==> config.mk <==
export PLATFORM = sky130hd
export DESIGN_NAME = lhr_regulator_flat
export DESIGN_NICKNAME = d
export VERILOG_FILES = /design/src/pkg/lhr_pkg.sv /design/src/pkg/lhr_link_if.sv /design/src/logic/lhr_regulator.sv /design/src/flat_wrapper.sv
export SDC_FILE = /design/constraint.sdc
export NUM_CORES = 1
export LEC_CHECK = 0
export BUFFER_PORTS_ARGS = -buffer_cell sky130_fd_sc_hd__clkbuf_2
export CORE_MARGIN = 2
export CORE_UTILIZATION = 50
export CTS_CLUSTER_SIZE = 14
export DETAILED_ROUTE_END_ITERATION = 16
export PLACE_DENSITY = 0.71
export SYNTH_ARGS = -nofsm -noshare
export SYNTH_HDL_FRONTEND = slang
export SYNTH_SLANG_ARGS = --single-unit
export TNS_END_PERCENT = 30
==> constraint.sdc <==
create_clock -name clk_sys -period 7.7 [get_ports clk_sys]
set_input_delay 1.155 -clock clk_sys [delete_from_list [all_inputs] [get_ports clk_sys]]
set_output_delay 1.155 -clock clk_sys [all_outputs]
set_load 0.02 [all_outputs]
==> src/pkg/lhr_pkg.sv <==
package lhr_pkg;
   // ------------------------------------------------------------------
   // Timing
   // ------------------------------------------------------------------
   localparam int          CLK_MHZ          = 250;
   localparam int          RELOCK_MS        = 100;
   localparam int          RELOCK_CYC       = RELOCK_MS * CLK_MHZ * 1000;
   localparam int          HOLD_LEAD_MS     = 2;
   localparam int          HOLD_LEAD_CYC    = HOLD_LEAD_MS * CLK_MHZ * 1000;
   // ------------------------------------------------------------------
   // Register offsets (byte addresses)
   // ------------------------------------------------------------------
   localparam logic [7:0]  ADR_CTRL         = 8'h00;
   localparam logic [7:0]  ADR_STAT         = 8'h04;
   localparam logic [7:0]  ADR_DRIFT        = 8'h08;
   localparam logic [7:0]  ADR_EDIT         = 8'h0C;
   localparam logic [7:0]  ADR_FILT         = 8'h10;
   localparam logic [7:0]  ADR_GAIN         = 8'h14;
   localparam logic [7:0]  ADR_TIME         = 8'h18;
   localparam logic [7:0]  ADR_ERR          = 8'h1C;
   localparam logic [7:0]  ADR_OUT          = 8'h20;
   // ------------------------------------------------------------------
   // Control, status and edit fields
   // ------------------------------------------------------------------
   localparam int          CTRL_LOCK        = 0;
   localparam int          CTRL_SWEEP       = 1;
   localparam int          CTRL_NEGPOL      = 2;
   localparam int          CTRL_PRESET_LO   = 4;
   localparam int          CTRL_PRESET_HI   = 6;
   localparam int          CTRL_PRESET_GO   = 7;
   localparam int          STAT_HOLD        = 0;
   localparam int          STAT_READY       = 1;
   localparam int          STAT_RELOCK      = 2;
   localparam int          STAT_CFG_REJ     = 3;
   localparam int          STAT_EDITING     = 4;
   localparam int          EDIT_KEY_COMMIT  = 16;
   localparam int          EDIT_KEY_DISCARD = 17;
   localparam int          EDIT_SEL_LO      = 18;
   localparam int          EDIT_SEL_HI      = 19;
   // ------------------------------------------------------------------
   // Parameter triples: filter Hz, gain in 0.1 dB, time in ms
   // ------------------------------------------------------------------
   localparam logic [15:0] DEF_FILT         = 16'h00c8;  // 200 Hz
   localparam logic [15:0] DEF_GAIN         = 16'hfec0;  // -32.0 dB
   localparam logic [15:0] DEF_TIME         = 16'h0088;  // 136 ms
   localparam logic [15:0] ANA_FILT         = 16'h07ee;  // 2030 Hz
   localparam logic [15:0] HB1_FILT         = 16'h03e8;  // 1000 Hz
   localparam logic [15:0] HB1_GAIN         = 16'h0084;  // 13.2 dB
   localparam logic [15:0] HB1_TIME         = 16'h003b;  // 59 ms
   localparam logic [15:0] HB2_FILT         = 16'h05dc;  // 1500 Hz
   localparam logic [15:0] HB2_GAIN         = 16'h0098;  // 15.2 dB
   localparam logic [15:0] HB2_TIME         = 16'h002f;  // 47 ms
   localparam logic [15:0] HB3_FILT         = 16'h07d0;  // 2000 Hz
   localparam logic [15:0] HB3_GAIN         = 16'h00a8;  // 16.8 dB
   localparam logic [15:0] HB3_TIME         = 16'h0029;  // 41 ms
   localparam logic [2:0]  PRE_DEFAULT      = 3'h0;
   localparam logic [2:0]  PRE_ANALOG       = 3'h1;
   localparam logic [2:0]  PRE_HB1          = 3'h2;
   localparam logic [2:0]  PRE_HB2          = 3'h3;
   localparam logic [2:0]  PRE_HB3          = 3'h4;
   localparam logic [1:0]  SEL_FILT         = 2'h0;
   localparam logic [1:0]  SEL_GAIN         = 2'h1;
   localparam logic [1:0]  SEL_TIME         = 2'h2;
   localparam logic [1:0]  SEL_DRIFT        = 2'h3;
endpackage : lhr_pkg

==> src/pkg/lhr_link_if.sv <==
`timescale 1ns/100ps
`default_nettype none
interface lhr_link_if;
   logic holdReq;
   logic readyLed;
   modport regulator (input holdReq, output readyLed);
   modport timing    (output holdReq, input readyLed);
endinterface : lhr_link_if
`default_nettype wire

==> src/logic/lhr_regulator.sv <==
// Design decisions made here: the Wishbone interface to the registers and the address map.
`timescale 1ns/100ps
`default_nettype none
module lhr_regulator #(
   parameter int RELOCK_CYC = lhr_pkg::RELOCK_CYC
) (
   // Clock and reset
   input  wire logic        clk_sys,
   input  wire logic        rst_b,
   // Link
   lhr_link_if.regulator    link,
   // Wishbone slave
   input  wire logic        wbCyc,
   input  wire logic        wbStb,
   input  wire logic        wbWe,
   input  wire logic [7:0]  wbAdr,
   input  wire logic [3:0]  wbSel,
   input  wire logic [31:0] wbDatW,
   output logic      [31:0] wbDatR,
   output logic             wbAck,
   // Regulator
   input  wire logic [15:0] lockErr,
   output logic      [15:0] regOut
);
   if (RELOCK_CYC < 1)
   begin : g_badRelock
      $error("RELOCK_CYC must be positive");
   end

   // ------------------------------------------------------------------
   // Hold input synchroniser and polarity
   // ------------------------------------------------------------------
   logic        holdS1_r, holdS2_r, hold_r, negPol_r, ready_r, relock_r, cfgRej_r;
   logic [31:0] relockCnt_r;
   always_ff @(posedge clk_sys or negedge rst_b)
      if (!rst_b)
      begin
         holdS1_r <= 1'b0;
         holdS2_r <= 1'b0;
      end
      else
      begin
         holdS1_r <= link.holdReq;
         holdS2_r <= holdS1_r;
      end

   always_ff @(posedge clk_sys or negedge rst_b)
      if (!rst_b)
         hold_r <= 1'b0;
      else
         hold_r <= holdS2_r ^ negPol_r;

   always_ff @(posedge clk_sys or negedge rst_b)
      if (!rst_b)
         ready_r <= 1'b0;
      else
         ready_r <= !(holdS2_r ^ negPol_r);
   assign link.readyLed = ready_r;

   always_ff @(posedge clk_sys or negedge rst_b)
      if (!rst_b)
      begin
         relock_r    <= 1'b0;
         relockCnt_r <= '0;
      end
      else if (hold_r)
      begin
         relock_r    <= 1'b1;
         relockCnt_r <= 32'(RELOCK_CYC);
      end
      else if (relockCnt_r != 0)
         relockCnt_r <= relockCnt_r - 32'd1;
      else
         relock_r    <= 1'b0;

   // ------------------------------------------------------------------
   // Registers
   // ------------------------------------------------------------------
   logic        lockOn_r, sweepOn_r, editing_r;
   logic [1:0]  editSel_r;
   logic [15:0] filt_r, gain_r, time_r, drift_r, editVal_r;
   logic        wrHit;
   assign wrHit = wbCyc && wbStb && wbWe && !wbAck;

   function automatic logic [47:0] preset(input logic [2:0] p);
      case (p)
         lhr_pkg::PRE_ANALOG: preset = {lhr_pkg::ANA_FILT, lhr_pkg::DEF_GAIN,
                                        lhr_pkg::DEF_TIME};
         lhr_pkg::PRE_HB1:    preset = {lhr_pkg::HB1_FILT, lhr_pkg::HB1_GAIN,
                                        lhr_pkg::HB1_TIME};
         lhr_pkg::PRE_HB2:    preset = {lhr_pkg::HB2_FILT, lhr_pkg::HB2_GAIN,
                                        lhr_pkg::HB2_TIME};
         lhr_pkg::PRE_HB3:    preset = {lhr_pkg::HB3_FILT, lhr_pkg::HB3_GAIN,
                                        lhr_pkg::HB3_TIME};
         default:             preset = {lhr_pkg::DEF_FILT, lhr_pkg::DEF_GAIN,
                                        lhr_pkg::DEF_TIME};
      endcase
   endfunction : preset

   always_ff @(posedge clk_sys or negedge rst_b)
      if (!rst_b)
      begin
         lockOn_r  <= 1'b0;
         sweepOn_r <= 1'b0;
         negPol_r  <= 1'b0;
         cfgRej_r  <= 1'b0;
      end
      else if (wrHit && wbAdr == lhr_pkg::ADR_CTRL && wbSel[0])
      begin
         lockOn_r  <= wbDatW[lhr_pkg::CTRL_LOCK];
         sweepOn_r <= wbDatW[lhr_pkg::CTRL_SWEEP];
         if (hold_r && wbDatW[lhr_pkg::CTRL_NEGPOL] != negPol_r)
            cfgRej_r <= 1'b1;
         else if (!hold_r)
         begin
            negPol_r <= wbDatW[lhr_pkg::CTRL_NEGPOL];
            cfgRej_r <= 1'b0;
         end
      end

   always_ff @(posedge clk_sys or negedge rst_b)
      if (!rst_b)
      begin
         filt_r    <= lhr_pkg::DEF_FILT;
         gain_r    <= lhr_pkg::DEF_GAIN;
         time_r    <= lhr_pkg::DEF_TIME;
         drift_r   <= '0;
         editVal_r <= '0;
         editSel_r <= lhr_pkg::SEL_FILT;
         editing_r <= 1'b0;
      end
      else if (wrHit && wbAdr == lhr_pkg::ADR_CTRL && wbSel[0]
               && wbDatW[lhr_pkg::CTRL_PRESET_GO])
         {filt_r, gain_r, time_r} <=
            preset(wbDatW[lhr_pkg::CTRL_PRESET_HI:lhr_pkg::CTRL_PRESET_LO]);
      else if (wrHit && wbAdr == lhr_pkg::ADR_EDIT)
      begin
         if (wbDatW[lhr_pkg::EDIT_KEY_COMMIT] && editing_r)
         begin
            editing_r <= 1'b0;
            case (editSel_r)
               lhr_pkg::SEL_FILT: filt_r  <= editVal_r;
               lhr_pkg::SEL_GAIN: gain_r  <= editVal_r;
               lhr_pkg::SEL_TIME: time_r  <= editVal_r;
               default:           drift_r <= editVal_r;
            endcase
         end
         else if (wbDatW[lhr_pkg::EDIT_KEY_DISCARD])
            editing_r <= 1'b0;
         else
         begin
            editing_r <= 1'b1;
            editVal_r <= wbDatW[15:0];
            editSel_r <= wbDatW[lhr_pkg::EDIT_SEL_HI:lhr_pkg::EDIT_SEL_LO];
         end
      end

   // ------------------------------------------------------------------
   // Regulator: integrator of scaled error, frozen in hold
   // ------------------------------------------------------------------
   always_ff @(posedge clk_sys or negedge rst_b)
      if (!rst_b)
         regOut <= '0;
      else if (hold_r)
         regOut <= regOut;
      else if (lockOn_r)
         regOut <= regOut + 16'(($signed(lockErr) >>> 4));
      else if (!sweepOn_r && drift_r != 0)
         regOut <= regOut + drift_r;

   // ------------------------------------------------------------------
   // Wishbone read and ack
   // ------------------------------------------------------------------
   always_ff @(posedge clk_sys or negedge rst_b)
      if (!rst_b)
      begin
         wbAck  <= 1'b0;
         wbDatR <= '0;
      end
      else
      begin
         wbAck  <= wbCyc && wbStb && !wbAck;
         case (wbAdr)
            lhr_pkg::ADR_CTRL:  wbDatR <= {29'd0, negPol_r, sweepOn_r, lockOn_r};
            lhr_pkg::ADR_STAT:  wbDatR <= {27'd0, editing_r, cfgRej_r, relock_r,
                                           ready_r, hold_r};
            lhr_pkg::ADR_DRIFT: wbDatR <= {16'd0, drift_r};
            lhr_pkg::ADR_EDIT:  wbDatR <= {12'd0, editSel_r, 2'd0, editVal_r};
            lhr_pkg::ADR_FILT:  wbDatR <= {16'd0, filt_r};
            lhr_pkg::ADR_GAIN:  wbDatR <= {16'd0, gain_r};
            lhr_pkg::ADR_TIME:  wbDatR <= {16'd0, time_r};
            lhr_pkg::ADR_ERR:   wbDatR <= {16'd0, lockErr};
            lhr_pkg::ADR_OUT:   wbDatR <= {16'd0, regOut};
            default:            wbDatR <= '0;
         endcase
      end
endmodule : lhr_regulator
`default_nettype wire

==> src/flat_wrapper.sv <==
// flat-port wrapper written by rule: the top's interface ports become plain ports
module lhr_regulator_flat 
#(
   parameter int RELOCK_CYC = lhr_pkg::RELOCK_CYC
)
  (clk_sys, rst_b, wbCyc, wbStb, wbWe, wbAdr, wbSel, wbDatW, wbDatR, wbAck, lockErr, regOut, link_holdReq, link_readyLed);
  lhr_link_if link_i ();
  input  wire logic clk_sys;
  input  wire logic rst_b;
  input  wire logic wbCyc;
  input  wire logic wbStb;
  input  wire logic wbWe;
  input  wire logic [7:0] wbAdr;
  input  wire logic [3:0] wbSel;
  input  wire logic [31:0] wbDatW;
  output logic      [31:0] wbDatR;
  output logic wbAck;
  input  wire logic [15:0] lockErr;
  output logic      [15:0] regOut;
  input wire logic [$bits(link_i.holdReq)-1:0] link_holdReq;
  output wire logic [$bits(link_i.readyLed)-1:0] link_readyLed;
  assign link_i.holdReq = link_holdReq;
  assign link_readyLed = link_i.readyLed;
  lhr_regulator #(.RELOCK_CYC(RELOCK_CYC)) u_core (.clk_sys(clk_sys), .rst_b(rst_b), .link(link_i), .wbCyc(wbCyc), .wbStb(wbStb), .wbWe(wbWe), .wbAdr(wbAdr), .wbSel(wbSel), .wbDatW(wbDatW), .wbDatR(wbDatR), .wbAck(wbAck), .lockErr(lockErr), .regOut(regOut));
endmodule
## Yosys cells after proc, flatten, opt, wreduce, memory -nomap -nowiden

Index checks and enable logic that the tools add are counted.

- Bits of input ports: 66
- Output and inout port bits: 50
- Logic and storage cells: 106
- Register bits: 161

- $add $sub $neg: 3
- Muxes and demuxes: 24
- Bitwise gates (word level): 7
- Reduce and logical (&&, ||, !) cells: 35
- Equal/unequal tests: 17

Operator list:

| kind | number |
|---|---|
| $mux W16 | 14 |
| $pmux W20 S9 | 1 |
| $pmux W43 S4 | 1 |
| $mux W32 | 2 |
| $add A16 B16 Y16 | 2 |
| $eq A8 B5 Y1 const B | 4 |
| $reduce_bool A32 Y1 | 1 |
| $sub A32 B1 Y32 const B | 1 |
| $eq A8 B4 Y1 const B | 2 |
| $reduce_bool A16 Y1 | 1 |
| $reduce_bool A2 Y1 | 7 |
| $reduce_and A3 Y1 | 4 |
| $logic_and A1 B1 Y1 | 11 |
| $eq A8 B3 Y1 const B | 1 |
| $eq A8 B6 Y1 const B | 1 |
| $logic_not A8 Y1 | 1 |
| $reduce_and A4 Y1 | 2 |
| $eq A3 B2 Y1 const B | 2 |
| $mux W1 | 6 |
| $not A1 Y1 | 6 |
| $reduce_and A2 Y1 | 3 |
| $eq A3 B1 Y1 const B | 1 |
| $eq A3 B3 Y1 const B | 1 |
| $logic_not A1 Y1 | 3 |
| 8 further kinds | 8 |

## Depth between registers and ports, before layout

Gate-level depths: netlist (run 1).

- Depth after elaboration: 8
- Depth in mapped cells: 11
- Depth with buffers taken out: 10

## Worst setup path after synthesis (run 1)

Ideal clock, no wire load.

- Path type: input-to-reg
- Start point: input lockErr[4]
- End point: register u_core.regOut[12]
- Path slack: 4616 ps
- Arrival: 3015 ps
- Library setup time: 69 ps
- Buffers on the path: 0
- Stages: 10
- Required time: 7631 ps
- Cell sequence: mux2_2 > ha_1 > inv_1 > fa_1 > nor2b_1 > o31a_1 > o211ai_1 > a21oi_1 > or4_1 > nand3_1

- Longest elaborated chain between the ends: 2

RTL lines:

| item | RTL line | source |
|---|---|---|
| start, declared | flat_wrapper.sv:18 | `input wire logic [15:0] lockErr;` |
| $add A16 B16 Y16 | lhr_regulator.sv:167 | `regOut <= regOut + 16'(($signed(lockErr) >>> 4));` |
| $mux W16 | lhr_regulator.sv:166 | `else if (lockOn_r)` |
| end signal, assigned | lhr_regulator.sv:165 | `regOut <= regOut;` |
| end signal, assigned | lhr_regulator.sv:167 |  |
| end signal, assigned | lhr_regulator.sv:169 | `regOut <= regOut + drift_r;` |
| end, declared | lhr_regulator.sv:23 | `output logic [15:0] regOut` |

Every way passes these cells.
A chain may end at the register's enable or synchronous reset.

## Final worst setup path (run 1)

- Start point: input wbAdr[1]
- End point: register u_core.gain_r[3]

- Longest elaborated chain between the ends: 6
- Elaborated cells between the ends (all ways): 11
- Those cells by class: eq/ne (1); mux (1); reduce/logical (9)

RTL lines:

| item | RTL line | source |
|---|---|---|
| start, declared | flat_wrapper.sv:13 | `input wire logic [7:0] wbAdr;` |
| $logic_not A8 Y1 | lhr_regulator.sv:132 | `else if (wrHit && wbAdr == lhr_pkg::ADR_CTRL && wbSel[0]` |
| $logic_and A1 B1 Y1 (2 in a row) | lhr_regulator.sv:132 |  |
| $logic_and A1 B1 Y1 | lhr_regulator.sv:133 | `&& wbDatW[lhr_pkg::CTRL_PRESET_GO])` |
| $reduce_bool A2 Y1 (no line) | n/a |  |
| $reduce_and A3 Y1 (no line) | n/a |  |
| end signal, assigned | lhr_regulator.sv:125 | `gain_r <= lhr_pkg::DEF_GAIN;` |
| end signal, assigned | lhr_regulator.sv:134 | `{filt_r, gain_r, time_r} <=` |
| end signal, assigned | lhr_regulator.sv:143 | `lhr_pkg::SEL_GAIN: gain_r <= editVal_r;` |
| end, declared | lhr_regulator.sv:81 | `logic [15:0] filt_r, gain_r, time_r, drift_r, editVal_r;` |

Parallel ways exist; a longest one is shown, timed or not.

==> summary.txt, run 1 <==
Finish
  • Ant diodes: 0
  • Final Util: 57.7%
  • Layout filler cell count: 1424
  • Design area: 9490 sq um
  • Area grow syn2layout: 13.5%
  • Nets: 958
  • Layout cells sized above 1: 22.1%
  • Post-route insts no fill: 1108

Logic synthesis
  • Synth cell types: 59
  • Synthesized area: 8360 sq um
  • Synth top area cells: dfrtp_1 (43%), mux2_2 (5.9%), mux2i_1 (5.1%)
  • Synth warn: 0
  • Async S/R FF share, synth: 100%
  • Synth Flop Type: dfrtp_1
  • Sequential share of the synthesized area: 47.8%
  • FF+latch count, synth: 159
  • Synth Instances: 810
  • Share of the synthesized area in the top cell type: 43.4%
  • EDFF count, synth: 0
  • Synthesized area per cell: 10.3 sq um
  • Top cell type by total area after synthesis: dfrtp_1

Global route
  • Vias in the first global route: 6135
  • GRT overflow: 0
  • Initial antenna violation count: 0
  • First-pass GRT wire length: 33.5 mm
  • Total GRT Usage: 24.2%
  • Largest net degree at the start of global routing: 103

Hold path
  • HP Start: u_core.holdS1_r
  • WHS Endpoint: u_core.holdS2_r
  • Hold Crit Class: reg -> reg
  • Worst Hold Path Cells: 0

Floorplan
  • Area of the die: 17800 sq um
  • Core Region: 16500 sq um
  • Chip width: 133 um
  • I/O pin total: 116
  • Placement Rows: 47
  • Starting Density: 50.8%
  • Chip height: 133 um

Place
  • Placed Instance Area: 8910 sq um
  • # port buffers: 86
  • Cell Count Post-Placement: 1076
  • Pre-CTS setup slack: 3.75 ns
  • DP Wirelength: 14.3 mm
  • Gp weighted congestion: 0.860

Pwr
  • Comb power frac: 13.2%
  • Power Internal: 1.44 mW
  • Switching share of power: 28.9%
  • P_sw: 0.585 mW
  • Leak: 4.43 nW
  • Proportion of power drawn by the clock network: 41.8%
  • Power per cell area: 213 nW/um^2
  • Seq pwr share: 45.0%
  • Total power: 2.02 mW
  • Max VDD drop: 0.165 mV

Detailed routing
  • WL final: 20.9 mm
  • Post-route ant nets: 0
  • DR pass1 iterations: 6
  • Initial DRC Count: 700
  • Vias after detailed routing: 6450
  • Detailed-route DRC error count: 0
  • Avg Vias per Cell: 5.82
  • Drt wl/cell: 18.9 um

Clock network
  • Post-CTS sizing: 0
  • Cts bufs inserted: 17
  • Clock root buffer: clkbuf_16
  • Clock slew at reported path FFs: 0.07 ns
  • Setup repair bufs after CTS: 0
  • CTS tree: built
  • Htree depth: 4
  • Latest clock arrival within the worst-skew pair: 0.43 ns
  • CTS max path bufs: 2
  • CTS sink count: 159
  • Post-CTS Hold Fix Bufs: 0

STA
  • Final Skew: 0.0135 ns
  • Slew @ Worst Pin: 1.27 ns
  • Slew Limit Fails: 0
  • Worst slew margin: 14.3%
  • Final setup viols: 0
  • Final Hold Vio Count: 0
  • Post-route setup slack: 4.18 ns
  • Fin crit period: 3.52 ns
  • Worst Hold Slack: 0.349 ns
  • Setup TNS: 0 ns
  • Maximum clock frequency: 284 MHz
  • Period utilisation layout: 45.7%
  • RSZ-0062 raised after global routing: no

Setup path
  • Critical path endpoint category: register
  • R2R depth: 8
  • Crit path arrival time: 3.81 ns
  • R2r setup slk: 4.61 ns
  • CP max FO: 16
  • Critical path required time: 8.00 ns
  • Crit start category: input pin
  • R2r startpoint: u_core.lockOn_r
  • Kind of critical path: in -> reg
  • Worst flop-to-flop path endpoint: u_core.regOut[15]

Run
  • Number of max-cap violations: 0

Status
  • Outcome: complete, no violations
## cell families (layout without fill, tap and decap cells)
| family | after synthesis | after routing | synth area share, % |
|---|---|---|---|
| compound gates | 155 | 155 | 12.7 |
| xor+xnor | 41 | 41 | 4.29 |
| fa+ha+maj | 17 | 17 | 2.63 |
| buf+inv | 77 | 142 | 4.26 |
| flops | 159 | 159 | 47.8 |
| mux | 87 | 87 | 11.1 |
| other cells | 1 | 14 | 0.0448 |
| simple gates | 273 | 273 | 17.2 |
## worst max path at each step
stage                        end  startpoint  slack, ns
5_1_grt        u_core.gain_r[14]    wbAdr[5]       4.03
3_5_place_dp    u_core.gain_r[3]    wbAdr[1]       3.75
2_1_floorplan  u_core.regOut[12]  lockErr[4]       4.62
4_1_cts         u_core.gain_r[2]    wbAdr[1]       4.21
3_3_place_gp    u_core.gain_r[2]    wbAdr[1]       3.79
6_report        u_core.gain_r[3]    wbAdr[1]       4.18
## critical path, cell delays in order
cell	delay [ns]
clkbuf_2	0.11
nor3b_2	0.56
nand4_2	0.37
or4b_1	1.03
mux2_2	0.44
nor2_1	0.09
a21oi_1	0.05
## routing by layer
| metal | GRT usage [%] | share of wire (%) | vias up |
|---|---|---|---|
| li1 | - | - | 3049 |
| met1 | 36.1 | 47 | 3136 |
| met2 | 35.3 | 45 | 240 |
| met3 | 4.91 | 6.6 | 25 |
| met4 | 8.16 | 1.8 | 0 |
| met5 | 0 | 0 | - |
## layout by cell type (no fill, tap or decap), types with 16 or more instances in the layout
cell and n:
a21oi_1 45, a222oi_1 26, clkbuf_16 17, clkbuf_2 85
dfrtp_1 145, ha_1 16, inv_1 16, mux2_2 44
mux2i_1 43, nand2_1 70, nand3_1 30, nor2_1 65
nor3_1 18, o21ai_0 35, xnor2_1 17, xor2_1 24
## Yosys cell counts, types with 3 or more instances
cell / count
a211oi_1: 7
a21o_1: 8
a21oi_1: 45
a222oi_1: 26
a22oi_1: 9
a41oi_1: 4
and2_1: 5
and3_1: 5
and3b_1: 3
buf_2: 9
buf_4: 15
clkbuf_1: 35
dfrtp_1: 145
dfstp_2: 14
ha_1: 16
inv_1: 16
mux2_2: 44
mux2i_1: 43
nand2_1: 70
nand2b_1: 14
nand3_1: 30
nand3b_1: 4
nand4_1: 8
nor2_1: 65
nor2b_1: 10
nor3_1: 19
nor4_1: 9
nor4_4: 4
o211ai_1: 5
o21ai_0: 35
o21bai_1: 3
or3_1: 6
or4_1: 7
xnor2_1: 17
xor2_1: 24
## layout make-up
cell class / instances / area [sq um] / share of cell area (%)
Clock buffer: 19 / 443 / 4.67
Clock inverter: 13 / 145 / 1.53
Inverter: 16 / 60.1 / 0.633
Multi-Input combinational cell: 587 / 4080 / 42.9
Sequential cell: 159 / 4000 / 42.1
Tap cell: 220 / 275 / 2.90
Timing Repair Buffer: 94 / 497 / 5.23
## power by group through the flow
stage	Combinational (mW)	Sequential, mW	Clock [mW]
after floorplan	0.162	0.938	0
after global placement	0.262	0.927	0
after detailed placement	0.266	0.926	0
after CTS	0.268	0.911	0.860
after global routing	0.297	0.916	0.903
final	0.267	0.911	0.847
## sequential cells by signal, indices dropped and copies added (netlist names), 2 cells and up
name and cells:
u_core.filt_r 16, u_core.editSel_r 2, u_core.editVal_r 16, u_core.regOut 16
u_core.time_r 16, u_core.gain_r 16, u_core.drift_r 16, u_core.relockCnt_r 32
u_core.wbDatR 18
Power figures use the tool's default switching activity.
==> run 2: changes to the inputs <==
- clock period: 7.7 -> 3.7 ns (I/O delays scaled with it)
==> run 2 against run 1 <==
  * Power increased by 120%
  * Clock skew decreased by 0.0074 ns
  * Clock power increased by 130%
  * Setup slack got worse by 3.6 ns
  * Critical endpoint is now u_core.regOut[13]
  * Largest power group is now clock
  * Highest routed layer unchanged
==> summary.txt, run 2 (synthesis results as in run 1) <==
Setup path
  • Critical path endpoint category: register
  • Slowest-stage cell, CP: dfrtp_1
  • Crit path arrival time: 3.34 ns (-0.47 ns)
  • Crit-path max cell delay: 0.79 ns (-0.24 ns)
  • Crit start category: register
  • CP max FO: 20 (+4)
  • R2R depth: 9 (+1)
  • Worst flop-to-flop path endpoint: u_core.regOut[13]
  • Kind of critical path: reg -> reg
  • Most used cell, CP: o21ai_0
  • Worst path bufs/invs: 1 (unchanged)
  • Crit path max-delay family: compound AO/OA/AOI/OAI gates
  • R2r startpoint: u_core.lockOn_r
  • CP cell instances: mux2i_1 -> inv_1 -> ha_1 -> a211oi_1 -> o21ai_0 -> o2111ai_1 -> a41oi_1 -> xnor2_1 -> o21ai_0
  • Critical path required time: 3.97 ns (-4.03 ns)
  • R2r setup slk: 0.63 ns (-3.98 ns)

Clock network
  • CTS tree: built
  • CTS sink count: 159 (unchanged)
  • Clock slew at reported path FFs: 0.06 ns (about the same)
  • Setup repair bufs after CTS: 0 (unchanged)
  • Latest clock arrival within the worst-skew pair: 0.43 ns (about the same)
  • Clock root buffer: clkbuf_16
  • Post-CTS Hold Fix Bufs: 0 (unchanged)
  • Htree depth: 4 (unchanged)
  • Post-CTS sizing: 0 (unchanged)
  • Cts bufs inserted: 17 (unchanged)
  • CTS max path bufs: 2 (unchanged)

Finish
  • Nets: 965 (+0.73%)
  • Commonest non-fill, non-tap cells in the layout: dfrtp_1 (145), clkbuf_2 (85), nand2_1 (70), nor2_1 (65), a21oi_1 (45)
  • Layout cells sized above 1: 22.6% (+0.50 points)
  • Ant diodes: 0 (unchanged)
  • Top reg by flops: u_core.relockCnt_r
  • Final Util: 58.4% (+0.74 points)
  • Design area: 9620 sq um (+1.3%)
  • Area grow syn2layout: 15.0%
  • Post-route insts no fill: 1115 (+0.63%)
  • Largest register FFs: 32 (unchanged)
  • Layout filler cell count: 1423 (-0.070%)
  • Most common cell after layout, fill and taps aside: dfrtp_1
  • Biggest regs: u_core.relockCnt_r: 32 flops, u_core.wbDatR: 18 flops

Detailed routing
  • Vias after detailed routing: 6390 (-0.93%)
  • Post-route ant nets: 0 (unchanged)
  • Detailed-route DRC error count: 0 (unchanged)
  • DR pass1 iterations: 7 (+1)
  • Drt wl/cell: 18.5 um (-2.0%)
  • Initial DRC Count: 642 (-8.3%)
  • WL final: 20.6 mm (-1.4%)
  • Avg Vias per Cell: 5.73 (-1.6%)

Pwr
  • Max VDD drop: 0.347 mV (+110%)
  • Switching share of power: 26.4% (-2.5 points)
  • Seq pwr share: 43.5% (-1.5 points)
  • Leak: 4.49 nW (+1.2%)
  • P_sw: 1.16 mW (+98%)
  • Proportion of power drawn by the clock network: 43.9% (+2.1 points)
  • Power Internal: 3.23 mW (+120%)
  • Power per cell area: 456 nW/um^2 (+110%)
  • Total power: 4.38 mW (+120%)
  • Comb power frac: 12.6% (-0.6 points)

Global route
  • Total GRT Usage: 24.0% (-0.14 points)
  • First-pass GRT wire length: 33.5 mm (-0.25%)
  • Initial antenna violation count: 0 (unchanged)
  • Vias in the first global route: 6165 (+0.49%)
  • GRT overflow: 0 (unchanged)
  • Largest net degree at the start of global routing: 80 (-22%)

Floorplan
  • Core Region: 16500 sq um (unchanged)
  • Starting Density: 50.8% (unchanged)
  • Area of the die: 17800 sq um (unchanged)
  • Chip height: 133 um (unchanged)
  • Chip width: 133 um (unchanged)
  • Placement Rows: 47 (unchanged)
  • I/O pin total: 116 (unchanged)

STA
  • Setup TNS: 0 ns (unchanged)
  • Period utilisation layout: 83.0%
  • Worst slew margin: 28.9% (+15 points)
  • Slew @ Worst Pin: 1.07 ns (-0.201 ns)
  • Maximum clock frequency: 326 MHz
  • Slew Limit Fails: 0 (unchanged)
  • Post-route setup slack: 0.631 ns (-3.55 ns)
  • RSZ-0062 raised after global routing: no
  • Final Hold Vio Count: 0 (unchanged)
  • Final Skew: 0.00614 ns (-0.00735 ns)
  • Final setup viols: 0 (unchanged)
  • Worst Hold Slack: 0.151 ns (-0.199 ns)
  • Fin crit period: 3.07 ns

Status
  • Outcome: complete, no violations

Place
  • Placed Instance Area: 8970 sq um (+0.73%)
  • Gp weighted congestion: 0.872 (+1.4%)
  • DP Wirelength: 14.4 mm (+0.48%)
  • # port buffers: 86 (unchanged)
  • Pre-CTS setup slack: 0.650 ns (-3.10 ns)
  • Cell Count Post-Placement: 1083 (+0.65%)

Hold path
  • Hold Crit Class: in -> async

Run
  • Number of max-cap violations: 0 (unchanged)
==> run 2: cell count changes in the layout (fill, tap and decap cells not counted), sizes merged <==
cell,previous run,this run
inv,24,18
buf,9,16
clkinvlp,1,3
bufinv,1,5
==> run 2: worst register-to-register path, cell delays in order, from the launching register on <==
cell,delay (ns)
dfrtp_1,0.79
mux2i_1,0.37
inv_1,0.08
ha_1,0.30
a211oi_1,0.28
o21ai_0,0.23
o2111ai_1,0.42
a41oi_1,0.20
xnor2_1,0.16
o21ai_0,0.08
==> run 2: area by class of cell <==
cell class	instances	area [sq um]	area share [%]
clock buffers	19	433	4.50
clock inverters	13	213	2.21
flip-flops and latches	159	4000	41.6
multi-input cells	587	4080	42.4
inverters	16	60.1	0.625
well taps	220	275	2.86
repair buffers	101	562	5.84
==> run 2: layer usage <==
metal / GRT usage (%) / share of wire [%] / wire [um]
met1: 35.3 / 47 / 9700
met2: 35.5 / 45 / 9330
met3: 4.83 / 5.7 / 1170
met4: 8.45 / 2.2 / 446
met5: 0 / 0 / 0
==> run 2: power groups by stage <==
stage	logic, mW	registers, mW	clock network [mW]
global route	0.620	1.92	2.02
detailed placement	0.557	1.93	0
CTS	0.558	1.91	1.95
floorplan	0.336	1.95	0
finish	0.553	1.91	1.92
global placement	0.545	1.94	0
==> run 2: worst max path at each step <==
stage	start	to	slack, ns	cells past startpoint
floorplan	u_core.lockOn_r	u_core.regOut[13]	0.91	11
CTS	u_core.lockOn_r	u_core.regOut[13]	0.64	9
global route	u_core.lockOn_r	u_core.regOut[13]	0.37	9
finish	u_core.lockOn_r	u_core.regOut[13]	0.63	9
detailed placement	u_core.lockOn_r	u_core.regOut[13]	0.65	9
global placement	u_core.lockOn_r	u_core.regOut[13]	0.68	9
